--- src/hw/dlp_consts.vh ---
`ifndef DLP_CONSTS_VH
`define DLP_CONSTS_VH

// Control-port framing
`define DLP_ADDR_W 15
`define DLP_INSTR_LAST 5'd15
`define DLP_INSTR_BITS 5'd16
`define DLP_DATA_LAST 5'd23
`define DLP_FRAME_BITS 5'd24
`define DLP_RW_BIT 15

// Register addresses
`define DLP_ADDR_CODING 15'h0151
`define DLP_ADDR_NYQUIST 15'h0152
`define DLP_ADDR_PAD 15'h01df
`define DLP_ADDR_LANE_RECEIVER_MASTER_POWERDOWN 15'h0200
`define DLP_ADDR_LANE_PD 15'h0201
`define DLP_ADDR_SYNC_PD 15'h0203
`define DLP_ADDR_CDR_RST 15'h0206

// Internal register selects
`define DLP_SEL_NONE 3'h0
`define DLP_SEL_CODING 3'h1
`define DLP_SEL_NYQUIST 3'h2
`define DLP_SEL_PAD 3'h3
`define DLP_SEL_LANE_RECEIVER_MASTER_POWERDOWN 3'h4
`define DLP_SEL_LANE_PD 3'h5
`define DLP_SEL_SYNC_PD 3'h6
`define DLP_SEL_CDR_RST 3'h7

// Reset values
`define DLP_RST_CODING 8'h00
`define DLP_RST_NYQUIST 8'h00
`define DLP_RST_PAD 8'h0f
`define DLP_RST_LANE_RECEIVER_MASTER_POWERDOWN 8'h01
`define DLP_RST_LANE_PD 8'h00
`define DLP_RST_SYNC_PD 8'h00
`define DLP_RST_CDR_RST 8'h01

// Writable-bit masks; other bits are read-only zero
`define DLP_MASK_CODING 8'hff
`define DLP_MASK_NYQUIST 8'h03
`define DLP_MASK_PAD 8'h0f
`define DLP_MASK_LANE_RECEIVER_MASTER_POWERDOWN 8'h01
`define DLP_MASK_LANE_PD 8'hff
`define DLP_MASK_SYNC_PD 8'h03
`define DLP_MASK_CDR_RST 8'h01

// Field positions and codes
`define DLP_SHUFFLE_BIT 2
`define DLP_MODE_RESERVED 2'h3
`define DLP_LANE_RECEIVER_MASTER_POWERDOWN_BIT 0
`define DLP_SYNC_PD_BIT 1
`define DLP_CDR_RUN_BIT 0
`define DLP_LANES 8

`endif

--- src/hw/dlp_config_regs.v ---
// Summary of operation
// RULE_01 - Shuffle bit set selects MSB shuffling, clear selects thermometer; resets clear.
// RULE_02 - Decode select 00 NRZ, 01 second-Nyquist mixing, 10 RZ; 11 reserved.
// RULE_03 - Master power-down powers off all eight lanes and bias; resets to one.
// RULE_04 - Per-lane power-down, bit n powers off lane n; resets to zero.
// RULE_05 - Bit 1 of sync power register powers off sync request buffer.
// RULE_06 - Pad setting: slew from bits 1:0, drive from bits 3:2; resets 0xf.
// RULE_07 - Recovery reset bit zero holds lane control logic in reset; resets one.
// RULE_08 - Read-only reserved bits read zero; writable bits read back last accepted write (reserved decode code 11 is refused).
`timescale 1ns/100ps
`default_nettype none
`include "dlp_consts.vh"

module dlp_config_regs (
    input wire clk,
    input wire rst,
    input wire spi_cs_n,
    input wire spi_sclk,
    input wire spi_sdi,
    output reg spi_sdo,
    output wire spi_sdo_oe,
    output wire shuffle_enable,
    output wire [1:0] decode_mode,
    output wire [1:0] port_pad_slew,
    output wire [1:0] port_pad_drive,
    output wire receiver_master_powerdown,
    output wire [`DLP_LANES-1:0] lane_powerdown,
    output wire bias_powerdown,
    output wire sync_buffer_powerdown_bit,
    output wire lane_recovery_logic_reset
);

    // Control-port state
    reg sclk_q;
    reg [4:0] bit_cnt;
    reg [15:0] shift_in;
    reg [15:0] instr;
    reg load_tx;
    reg [7:0] tx;
    reg wr_en;
    reg [7:0] wr_data;

    // Register storage
    reg [7:0] coding_reg;
    reg [7:0] nyquist_reg;
    reg [7:0] pad_reg;
    reg [7:0] lane_receiver_master_powerdown_reg;
    reg [7:0] lane_pd_reg;
    reg [7:0] sync_pd_reg;
    reg [7:0] cdr_rst_reg;

    wire sclk_rise;
    wire sclk_fall;
    wire is_read;
    wire [`DLP_ADDR_W-1:0] cur_addr;
    wire [2:0] cur_sel;
    reg [7:0] rd_value;

    function [2:0] addr_select;
        input [`DLP_ADDR_W-1:0] addr;
        begin
            if (addr == `DLP_ADDR_CODING) begin
                addr_select = `DLP_SEL_CODING;
            end else if (addr == `DLP_ADDR_NYQUIST) begin
                addr_select = `DLP_SEL_NYQUIST;
            end else if (addr == `DLP_ADDR_PAD) begin
                addr_select = `DLP_SEL_PAD;
            end else if (addr == `DLP_ADDR_LANE_RECEIVER_MASTER_POWERDOWN) begin
                addr_select = `DLP_SEL_LANE_RECEIVER_MASTER_POWERDOWN;
            end else if (addr == `DLP_ADDR_LANE_PD) begin
                addr_select = `DLP_SEL_LANE_PD;
            end else if (addr == `DLP_ADDR_SYNC_PD) begin
                addr_select = `DLP_SEL_SYNC_PD;
            end else if (addr == `DLP_ADDR_CDR_RST) begin
                addr_select = `DLP_SEL_CDR_RST;
            end else begin
                addr_select = `DLP_SEL_NONE;
            end
        end
    endfunction

    assign sclk_rise = spi_sclk & ~sclk_q & ~spi_cs_n;
    assign sclk_fall = ~spi_sclk & sclk_q & ~spi_cs_n;
    assign is_read = instr[`DLP_RW_BIT];
    assign cur_addr = instr[`DLP_ADDR_W-1:0];
    assign cur_sel = addr_select(cur_addr);

    // Pad drives only during the data byte of a read
    assign spi_sdo_oe = ~spi_cs_n & is_read &
                        (bit_cnt >= `DLP_INSTR_BITS) & (bit_cnt < `DLP_FRAME_BITS);

    always @(posedge clk or posedge rst) begin
        if (rst) begin
            sclk_q <= 1'b0;
        end else begin
            sclk_q <= spi_sclk;
        end
    end

    // Bit counter; bits past one byte of data are ignored
    always @(posedge clk or posedge rst) begin
        if (rst) begin
            bit_cnt <= 5'h00;
        end else if (spi_cs_n) begin
            bit_cnt <= 5'h00;
        end else if (sclk_rise && bit_cnt != `DLP_FRAME_BITS) begin
            bit_cnt <= bit_cnt + 5'h01;
        end
    end

    always @(posedge clk or posedge rst) begin
        if (rst) begin
            shift_in <= 16'h0000;
        end else if (sclk_rise && bit_cnt != `DLP_FRAME_BITS) begin
            shift_in <= {shift_in[14:0], spi_sdi};
        end
    end

    // Instruction latch and read-data load request
    always @(posedge clk or posedge rst) begin
        if (rst) begin
            instr <= 16'h0000;
            load_tx <= 1'b0;
        end else begin
            load_tx <= 1'b0;
            if (spi_cs_n) begin
                instr <= 16'h0000;
            end else if (sclk_rise && bit_cnt == `DLP_INSTR_LAST) begin
                instr <= {shift_in[14:0], spi_sdi};
                load_tx <= 1'b1;
            end
        end
    end

    // Write strobe after the last data bit of a write frame
    always @(posedge clk or posedge rst) begin
        if (rst) begin
            wr_en <= 1'b0;
            wr_data <= 8'h00;
        end else begin
            wr_en <= sclk_rise & (bit_cnt == `DLP_DATA_LAST) & ~is_read;
            if (sclk_rise && bit_cnt == `DLP_DATA_LAST) begin
                wr_data <= {shift_in[6:0], spi_sdi};
            end
        end
    end

    // Read mux; unmapped addresses read zero
    always @* begin
        rd_value = 8'h00;
        case (cur_sel)
            `DLP_SEL_CODING: rd_value = coding_reg; // RULE_08
            `DLP_SEL_NYQUIST: rd_value = nyquist_reg;
            `DLP_SEL_PAD: rd_value = pad_reg;
            `DLP_SEL_LANE_RECEIVER_MASTER_POWERDOWN: rd_value = lane_receiver_master_powerdown_reg;
            `DLP_SEL_LANE_PD: rd_value = lane_pd_reg;
            `DLP_SEL_SYNC_PD: rd_value = sync_pd_reg;
            `DLP_SEL_CDR_RST: rd_value = cdr_rst_reg;
            default: rd_value = 8'h00;
        endcase
    end

    // Read data shifts out MSB first on falling edges
    always @(posedge clk or posedge rst) begin
        if (rst) begin
            tx <= 8'h00;
        end else if (load_tx) begin
            tx <= rd_value;
        end else if (sclk_fall && bit_cnt > `DLP_INSTR_BITS) begin
            tx <= {tx[6:0], 1'b0};
        end
    end

    always @(posedge clk or posedge rst) begin
        if (rst) begin
            spi_sdo <= 1'b0;
        end else if (load_tx) begin
            spi_sdo <= rd_value[7];
        end else if (sclk_fall && bit_cnt > `DLP_INSTR_BITS) begin
            spi_sdo <= tx[6];
        end
    end

    // Register writes; read-only bits masked off
    always @(posedge clk or posedge rst) begin
        if (rst) begin
            coding_reg <= `DLP_RST_CODING; // RULE_01
            nyquist_reg <= `DLP_RST_NYQUIST; // RULE_02
            pad_reg <= `DLP_RST_PAD; // RULE_06
            lane_receiver_master_powerdown_reg <= `DLP_RST_LANE_RECEIVER_MASTER_POWERDOWN; // RULE_03
            lane_pd_reg <= `DLP_RST_LANE_PD; // RULE_04
            sync_pd_reg <= `DLP_RST_SYNC_PD; // RULE_05
            cdr_rst_reg <= `DLP_RST_CDR_RST; // RULE_07
        end else if (wr_en) begin
            case (cur_sel)
                `DLP_SEL_CODING: begin
                    coding_reg <= wr_data & `DLP_MASK_CODING; // RULE_08
                end
                `DLP_SEL_NYQUIST: begin
                    // Reserved decode code is refused, old mode kept
                    if (wr_data[1:0] != `DLP_MODE_RESERVED) begin
                        nyquist_reg <= wr_data & `DLP_MASK_NYQUIST; // RULE_02
                    end
                end
                `DLP_SEL_PAD: begin
                    pad_reg <= wr_data & `DLP_MASK_PAD; // RULE_08
                end
                `DLP_SEL_LANE_RECEIVER_MASTER_POWERDOWN: begin
                    lane_receiver_master_powerdown_reg <= wr_data & `DLP_MASK_LANE_RECEIVER_MASTER_POWERDOWN; // RULE_08
                end
                `DLP_SEL_LANE_PD: begin
                    lane_pd_reg <= wr_data & `DLP_MASK_LANE_PD; // RULE_08
                end
                `DLP_SEL_SYNC_PD: begin
                    sync_pd_reg <= wr_data & `DLP_MASK_SYNC_PD; // RULE_08
                end
                `DLP_SEL_CDR_RST: begin
                    cdr_rst_reg <= wr_data & `DLP_MASK_CDR_RST; // RULE_08
                end
                default: begin
                end
            endcase
        end
    end

    // Core and pad controls straight from register bits
    assign shuffle_enable = coding_reg[`DLP_SHUFFLE_BIT]; // RULE_01
    assign decode_mode = nyquist_reg[1:0]; // RULE_02
    assign port_pad_slew = pad_reg[1:0]; // RULE_06
    assign port_pad_drive = pad_reg[3:2]; // RULE_06
    assign receiver_master_powerdown = lane_receiver_master_powerdown_reg[`DLP_LANE_RECEIVER_MASTER_POWERDOWN_BIT]; // RULE_03
    assign sync_buffer_powerdown_bit = sync_pd_reg[`DLP_SYNC_PD_BIT]; // RULE_05
    assign lane_recovery_logic_reset = ~cdr_rst_reg[`DLP_CDR_RUN_BIT]; // RULE_07

    dlp_lane_power u_lane_power (
        .clk(clk),
        .rst(rst),
        .receiver_master_powerdown(receiver_master_powerdown),
        .lane_powerdown_override(lane_pd_reg),
        .lane_powerdown(lane_powerdown),
        .bias_powerdown(bias_powerdown)
    );

endmodule // dlp_config_regs

`default_nettype wire

--- src/hw/dlp_lane_power.v ---
`timescale 1ns/100ps
`default_nettype none
`include "dlp_consts.vh"

module dlp_lane_power (
    input wire clk,
    input wire rst,
    input wire receiver_master_powerdown,
    input wire [`DLP_LANES-1:0] lane_powerdown_override,
    output reg [`DLP_LANES-1:0] lane_powerdown,
    output reg bias_powerdown
);

    genvar i;

    // Master forces every lane off; override acts per lane
    generate
        for (i = 0; i < `DLP_LANES; i = i + 1) begin : g_lane
            always @(posedge clk or posedge rst) begin
                if (rst) begin
                    lane_powerdown[i] <= 1'b1;
                end else begin
                    lane_powerdown[i] <= receiver_master_powerdown |
                                         lane_powerdown_override[i]; // RULE_03 RULE_04
                end
            end
        end
    endgenerate

    always @(posedge clk or posedge rst) begin
        if (rst) begin
            bias_powerdown <= 1'b1;
        end else begin
            bias_powerdown <= receiver_master_powerdown; // RULE_03
        end
    end

endmodule // dlp_lane_power

`default_nettype wire

--- config.mk ---
export PLATFORM = sky130hd
export DESIGN_NAME = dlp_config_regs
export DESIGN_NICKNAME = d
export VERILOG_FILES = /design/src/hw/dlp_config_regs.v /design/src/hw/dlp_lane_power.v
export VERILOG_INCLUDE_DIRS = /design/src /design/src/hw
export SDC_FILE = /design/constraint.sdc
export NUM_CORES = 1
export LEC_CHECK = 0
export ABC_AREA = 1
export BUFFER_PORTS_ARGS = -buffer_cell sky130_fd_sc_hd__buf_2
export CORE_MARGIN = 1.5
export CORE_UTILIZATION = 55
export CTS_BUF_LIST = sky130_fd_sc_hd__clkbuf_8
export CTS_CLUSTER_DIAMETER = 150
export DETAILED_ROUTE_END_ITERATION = 16
export GPL_TIMING_DRIVEN = 0
export PLACE_DENSITY = 0.73
export SYNTH_ARGS = -nofsm -noshare
export SYNTH_HDL_FRONTEND = slang
export SYNTH_SLANG_ARGS = --single-unit
--- constraint.sdc ---
create_clock -name clk -period 4.2 [get_ports clk]
set_input_delay 0.63 -clock clk [delete_from_list [all_inputs] [get_ports clk]]
set_output_delay 0.63 -clock clk [all_outputs]
set_load 0.01 [all_outputs]
---- Word-level counts from Yosys, hierarchy flattened ----
Index checks and enable logic that the tools add are counted.
cells by class
  $lt $le $gt $ge ......................... 3
  multiplexer cells ....................... 18
  bitwise operators ....................... 22
  equality and inequality tests ........... 18
  add/subtract/negate cells ............... 1
  reductions and logical operators ........ 14
operators by type and width
  cell                                                                      count
  15-bit by 10-bit equality test with 1-bit output (second input constant)  4
  8-bit one-hot mux with 7 select lines                                     1
  15-bit by 9-bit equality test with 1-bit output (second input constant)   3
  16-bit 2-to-1 mux                                                         2
  3-bit 2-to-1 mux                                                          7
  7-bit 2-to-1 mux                                                          2
  3-bit equality test (second input constant)                               4
  2-bit AND reduction                                                       6
  5-bit 2-to-1 mux                                                          2
  1-bit bitwise AND                                                         9
  1-bit OR                                                                  8
  3-bit by 2-bit equality test with 1-bit output (second input constant)    2
  2-bit nonzero test                                                        3
  5-bit by 1-bit adder with 5-bit output (second input constant)            1
  5-bit by 4-bit equality test with 1-bit output (second input constant)    1
  5-bit equality test (second input constant)                               1
  5-bit >= comparator (second input constant)                               1
  5-bit > comparator (second input constant)                                1
  5-bit less-than comparator (second input constant)                        1
  5-bit != test (second input constant)                                     1
  1-bit inverter                                                            5
  1-bit logical AND                                                         4
  1-bit 2-to-1 mux                                                          4
  3-bit by 1-bit equality test with 1-bit output (second input constant)    1
  other kinds (2)                                                           2
storage, ports and cells
  register bits ........................... 90
  output and inout bits ................... 21

---- Depth between registers and ports, before layout ----
Gate-level depths: netlist of run 1.
  depth after elaboration ................. 11
  gate-level depth with buffers ........... 12
  depth with buffers taken out ............ 12

---- Hierarchy ----
Synthesis of run 1 repeated with hierarchy kept, for this count alone.
unflattened totals
  cell total of the unflattened synthesis .. 433
  area, all modules ....................... 3,962.6 um2
modules (own cells, without submodules)
  module           area each (um2)  cells each  times used  seq. area each (um2)
  dlp_config_regs  3,658.5          406         1           2,034.5
  dlp_lane_power   304.0            27          1           236.5

---- Worst setup path before layout of run 1 ----
No wires, ideal clock.
  kind .................................... input -> output
  start point ............................. in spi_cs_n
  end point ............................... out spi_sdo_oe
  data required time ...................... 3.570 ns
  buffers on the path ..................... 0
  slack ................................... 2.564 ns
  arrival time ............................ 1.006 ns
  stages .................................. 3
  cell sequence ........................... inv_1 nand2_1 nor2_1
on the way
  longest elaborated chain between the ends .. 4
RTL lines
  item                             line                  RTL
  start, declared                  dlp_config_regs.v:17  input wire spi_cs_n,
  1-bit inverter                   dlp_config_regs.v:89  assign spi_sdo_oe = ~spi_cs_n & is_read &
  1-bit bitwise AND (3 in series)  dlp_config_regs.v:89
  end, declared                    dlp_config_regs.v:21  output wire spi_sdo_oe,
Every way passes these cells.

---- Worst setup path after layout of run 1 ----
Ends and elaborated chain as after synthesis.

==> results.json, run 1 <==
{
  "synth_warnings": 0,
  "gp_congestion": 0.8215,
  "status": "complete, no violations",
  "final_layout_size_suffix_gt1_share_pct": 21.00,
  "critPathMaxFanout": 8,
  "wire_per_inst_um": 13.00,
  "synth_area_um2": 3946,
  "async_reset_ff_share_pct": 100.0,
  "grt_start_max_net_pins": 58,
  "dr_wl_met2_mm": 3.479,
  "clkTransAtPathRegs_ns": 0.08,
  "grt_overflow": 0,
  "ant_nets": 0,
  "total_power_mw": 1.526,
  "synth_cells": 439,
  "postCtsHoldBufs": 0,
  "ctsRootBufferMaster": "clkbuf_8",
  "syn_to_final_growth_pct": 11.51,
  "cts.repair.resized": 0,
  "period_minus_slack_ns": 1.953,
  "antenna_found_initial": 0,
  "top_regs": "instr x16, shift_in x15",
  "die-area_um2": 7692,
  "num-fill-cells": 597,
  "maxCapViolCount": 0,
  "pwr-share-seq_pct": 59.6,
  "dr.pass1.iters": 4,
  "wl_met3_um": 182,
  "slew_violations": 0,
  "fmax_ghz": 0.5121,
  "die_h_um": 87.71,
  "cts_sinks": 90,
  "period_share_pct": 46.49,
  "p_per_area_nw_per_um2": 346.7,
  "final_util_pct": 64.06,
  "coreArea_um2": 6869,
  "wl_mm": 7.500,
  "swShare_pct": 24.85,
  "diodes": 0,
  "power_switching_mw": 0.3792,
  "hold_violations": 0,
  "hold_path_class": "input pin to asynchronous set/reset pin",
  "internal-power_mw": 1.147,
  "finClkSkew_ns": 0.01093,
  "die_w_um": 87.71,
  "place_hpwl_mm": 5.394,
  "cp.arrival_ns": 1.32,
  "crit_type": "input pin to primary output",
  "num_vias": 2863,
  "portBuffers": 25,
  "rsz0062_at_grt": "no",
  "required_ns": 3.57,
  "worstMarginPinSlew_ns": 0.4746,
  "fp-row-count": 30,
  "grt_pass1_wl_mm": 12.74,
  "synth_edf_count": 0,
  "seq_area_um2": 2271,
  "synth_nets": 447,
  "wl_met1_mm": 3.638,
  "peakVddDrop_mv": 0.2395,
  "cts_tree": "yes",
  "cts_buffers": 9,
  "io_pins": 26,
  "multi_input_area_um2": 1388,
  "vias_per_cell": 4.962,
  "worstSkewPairLatency_ns": 0.36,
  "start_kind": "input pin",
  "drcViolationCount": 0,
  "syn_area_per_cell_um2": 8.989,
  "synth_seq_cells": 90,
  "setup_tns_ns": 0,
  "finalSetupViolCount": 0,
  "layout.nets": 484,
  "pwr-share-comb_pct": 4.9,
  "largest_register_ffs": 16,
  "synth.distinct_cells": 31,
  "p_leak_nw": 2.172,
  "clkPwrFrac_pct": 35.5,
  "endpoint_kind": "primary output",
  "top_layer": "met4",
  "relSlewSlack_pct": 68.36,
  "start_util_pct": 57.45,
  "cts_buffer_depth": 2,
  "grt_usage_pct": 22.03,
  "ys_seq_area_share_pct": 57.55,
  "first_iter_violations": 115,
  "regMostFlops": "instr",
  "ys.flop_type": "dfrtp_1",
  "grt_pass1_vias": 2791,
  "cts_setup_buffers": 0,
  "h-tree-depth": 3
}
cell type report:
| class | count | share of cell area, % |
|---|---|---|
| inverters | 56 | 4.862 |
| clock buffers | 10 | 3.128 |
| flip-flops and latches | 90 | 51.61 |
| plain buffers | 12 | 1.734 |
| multi-input cells | 281 | 31.53 |
| clock inverters | 6 | 0.9383 |
| repair buffers | 26 | 3.469 |
| well taps | 96 | 2.730 |
per-layer routing:
layer,global-route usage (%),vias to the layer above
li1,-,1469
met1,28.94,1331
met2,35.46,48
met3,3.770,15
met4,10.97,0
met5,0,-
power by group through the flow:
stage | registers (mW) | logic, mW | clock network, mW
final | 0.909 | 0.0745 | 0.542
after global routing | 0.912 | 0.0889 | 0.582
after CTS | 0.909 | 0.0760 | 0.556
after detailed placement | 0.926 | 0.0750 | 0
after global placement | 0.925 | 0.0698 | 0
after floorplan | 0.923 | 0.0514 | 0
synthesized netlist by cell type (2+ instances only):
cell type | n | area (um^2)
buf_2 | 4 | 20.02
o21ai_2 | 16 | 140.1
nor2_1 | 22 | 82.58
dfrtp_1 | 75 | 1877
nor2_2 | 2 | 12.51
ha_1 | 3 | 37.54
dfstp_2 | 15 | 394.1
nand4_1 | 2 | 12.51
nand3_1 | 27 | 135.1
nand2_4 | 2 | 22.52
nand2_2 | 6 | 37.54
buf_6 | 2 | 22.52
nand2_1 | 127 | 476.7
nor3_1 | 2 | 10.01
mux2_2 | 2 | 22.52
or2_2 | 3 | 18.77
inv_1 | 54 | 202.7
o21ai_1 | 5 | 25.02
o22ai_1 | 12 | 75.07
nor2_4 | 2 | 22.52
clkbuf_1 | 5 | 18.77
and2_1 | 2 | 12.51
o21ai_0 | 41 | 205.2
worst max-delay path: stages:
cell and delay [ns]:
buf_2 0.12, inv_1 0.22, nand2_1 0.11, nor2_1 0.10
buf_2 0.13
per-stage QoR:
step                      cell area, um^2  hold slack, ns  setup WS, ns  cells
after global placement               4192          0.4070        0.2791    560
after detailed placement             4222          0.4069         2.253    561
final                                4400          0.2786         2.247    577
after global routing                 4400          0.3101         2.184    577
after CTS                            4400          0.2795         2.251    577
after floorplan                      3946          0.4036         1.260    439
worst paths after layout:
kind	start	endpoint	slack [ns]	cells past startpoint
min in group clk	spi_sclk	sclk_q$_DFF_PP0_	0.41	1
worst max-delay path	spi_cs_n	spi_sdo_oe	2.25	5
worst max register to register	bit_cnt[0]$_DFFE_PP0P_	instr[15]$_DFFE_PP0P_	2.39	9
max in group asynchronous	rst	cdr_rst_reg[0]$_DFFE_PP1P_	3.26	3
worst min register to register	lane_receiver_master_powerdown_reg[0]$_DFFE_PP1P_	u_lane_power.bias_powerdown$_DFF_PP1_	0.42	0
worst min-delay path	rst	shift_in[3]$_DFFE_PP0P_	0.28	2
cell usage in the layout, fill, tap and decap left out, drive strengths merged:
master	Yosys	layout
clkinv	2	4
inv	54	55
buf	7	33
nand3	28	28
nand4	2	2
dfrtp	75	75
o21bai	1	1
nand3b	1	1
or2	3	3
dfstp	15	15
mux2	2	2
nor3	2	2
clkinvlp	0	3
ha	3	3
clkbuf	5	15
a21oi	1	1
nor2	26	26
nand2	135	135
and2	3	3
o21ai	62	62
o22ai	12	12
logic make-up after synthesis:
kind of cell | Yosys count | share of synthesized area, %
mux | 2 | 0.5707
compound gates | 76 | 11.60
flops | 90 | 57.55
fa+ha+maj | 3 | 0.9513
buf+inv | 68 | 7.292
simple gates | 200 | 22.04
Note: power is estimated with default switching activity, not from simulation.
==> run 2, diff against run 1 <==
==> constraint.sdc (replaced) <==
create_clock -name clk -period 1.8 [get_ports clk]
set_input_delay 0.27 -clock clk [delete_from_list [all_inputs] [get_ports clk]]
set_output_delay 0.27 -clock clk [all_outputs]
set_load 0.01 [all_outputs]
==> run 2 against run 1 <==
Compared with the run above: sequential share of layout area down 0.44 points; sequential power up 130%; combinational power increased by 140%; sequential cell count is the same; final cell count grew 0.35%; critical path depth rose by 4; global-route usage shrank 0.25 points; worst hold slack got worse by 0.23 ns; clock skew shrank 0.0033 ns; register-to-register slack got worse by 2.2 ns; critical endpoint is now tx[4]$_DFFE_PP0P_; highest routed layer unchanged.
==> results.json, run 2 (same netlist as run 1, synthesis figures left out) <==
{
  "wl_mm": 7.507,
  "top_regs": "instr x16, shift_in x15",
  "dr.pass1.iters": 5,
  "grt_pass1_vias": 2783,
  "finClkSkew_ns": 0.007591,
  "antenna_found_initial": 0,
  "io_pins": 26,
  "worst-r2r-setup-slack_ns": 0.15,
  "portBuffers": 25,
  "min_from": "spi_sclk",
  "ant_nets": 0,
  "maxCapViolCount": 0,
  "regMostFlops": "instr",
  "die_w_um": 87.71,
  "setup_tns_ns": 0,
  "cpMaxStageDelayCell": "dfrtp_1",
  "period_minus_slack_ns": 1.648,
  "first_iter_violations": 141,
  "finalSetupViolCount": 0,
  "cp.arrival_ns": 1.94,
  "wire_per_inst_um": 12.97,
  "grt_overflow": 0,
  "clkTransAtPathRegs_ns": 0.08,
  "grt_usage_pct": 21.78,
  "die_h_um": 87.71,
  "grt_pass1_wl_mm": 12.77,
  "h-tree-depth": 3,
  "start_util_pct": 57.45,
  "vias_per_cell": 5.055,
  "p_per_area_nw_per_um2": 813.8,
  "cts_sinks": 90,
  "final_layout_size_suffix_gt1_share_pct": 21.12,
  "status": "complete, no violations",
  "p_leak_nw": 2.211,
  "syn_to_final_growth_pct": 12.46,
  "fmax_ghz": 0.6068,
  "largest_register_ffs": 16,
  "place_hpwl_mm": 5.417,
  "num_vias": 2927,
  "final_common_cell": "nand2_1",
  "grt_start_max_net_pins": 44,
  "min_path_cells": 1,
  "gp_congestion": 0.8361,
  "r2r_cells": 9,
  "rsz0062_at_grt": "yes",
  "layout_common_cells": "127 x nand2_1, 75 x dfrtp_1, 56 x inv_1",
  "layout.nets": 486,
  "cts_buffers": 9,
  "worstMarginPinSlew_ns": 0.4120,
  "relSlewSlack_pct": 72.47,
  "cts_buffer_depth": 2,
  "cp_common_cell": "nand2_1",
  "critPathMaxFanout": 6,
  "coreArea_um2": 6869,
  "drcViolationCount": 0,
  "crit_chain": "nor2_2, nand2_2, nor2_1, nand2_2, o21ai_1, nand2_1, nand2_1, nand2_1, nand2_1",
  "cts_tree": "yes",
  "required_ns": 2.10,
  "holdPathEnd": "sclk_q$_DFF_PP0_",
  "crit_type": "flip-flop to flip-flop",
  "max_stage_delay_ns": 0.42,
  "die-area_um2": 7692,
  "endpoint_kind": "flip-flop",
  "hold_path_class": "input pin to flip-flop",
  "rr_startpoint": "instr[2]$_DFFE_PP0P_",
  "fp-row-count": 30,
  "start_kind": "flip-flop",
  "timing.rr.end": "tx[4]$_DFFE_PP0P_",
  "period_share_pct": 91.55,
  "dpl_cell_area_um2": 4235,
  "slew_violations": 0,
  "diodes": 0,
  "post-route-cell-area_um2": 4438,
  "ctsRootBufferMaster": "clkbuf_8",
  "worstSkewPairLatency_ns": 0.35,
  "hold_violations": 0,
  "peakVddDrop_mv": 0.5249
}
==> run 2: repair_timing <==
item / in CTS / in global routing
endpoints found under the hold margin: 17 / 0
resized for setup: 0 / 6
buffers inserted: 0 / 0
hold buffers: 1 / 0
endpoints found under the setup margin: 0 / 19
==> run 2: power breakdown <==
| part | total (mW) | switching [mW] | internal, mW | leakage (nW) |
|---|---|---|---|---|
| logic | 0.177 | 0.125 | 0.0522 | 0.941 |
| registers | 2.12 | 0.0332 | 2.09 | 1.16 |
| clock network | 1.31 | 0.652 | 0.661 | 0.110 |
| total | 3.61 | 0.810 | 2.80 | 2.21 |
==> run 2: final cells by class <==
cell class	count	area (um^2)
clock inverter	6	51.30
timing repair buffer	28	175.2
fill	586	2431
buffer	12	80.08
tap	96	120.1
inverter	56	215.2
multi-input combinational	281	1388
clock buffer	10	137.6
sequential	90	2271
==> run 2: worst max-delay path by stage <==
stage                                 from                    end  cells after the start
floorplan           bit_cnt[0]$_DFFE_PP0P_  instr[15]$_DFFE_PP0P_                      9
global placement                       rst      tx[4]$_DFFE_PP0P_                      2
detailed placement  bit_cnt[0]$_DFFE_PP0P_  instr[12]$_DFFE_PP0P_                      8
CTS                 bit_cnt[0]$_DFFE_PP0P_  instr[12]$_DFFE_PP0P_                      8
global route         instr[11]$_DFFE_PP0P_    spi_sdo$_DFFE_PP0P_                      9
finish                instr[2]$_DFFE_PP0P_      tx[4]$_DFFE_PP0P_                      9
==> run 2: per-stage QoR <==
stage,util (%),hold slack [ns],setup WS [ns],power (mW),cells
floorplan,-,0.3014,0.2489,2.273,439
global placement,61.07,0.4054,-0.08099,2.322,560
detailed placement,61.66,0.2893,0.01313,2.337,562
CTS,64.55,0.04098,0.0003093,3.642,579
global route,64.61,0.04052,-0.01678,3.776,579
finish,64.61,0.05179,0.1521,3.612,579
==> run 2: worst max-delay path, delay by kind of cell (launching register included) <==
kind | cells | cell delay, ns
simple gates | 8 | 0.89
flops | 1 | 0.42
compound gates | 1 | 0.27
==> run 2: layer usage <==
metal | global-route usage [%] | share of wire (%)
met5 | 0 | 0
met3 | 3.393 | 3.6
met1 | 28.34 | 46
met2 | 35.74 | 48
met4 | 10.53 | 2.5
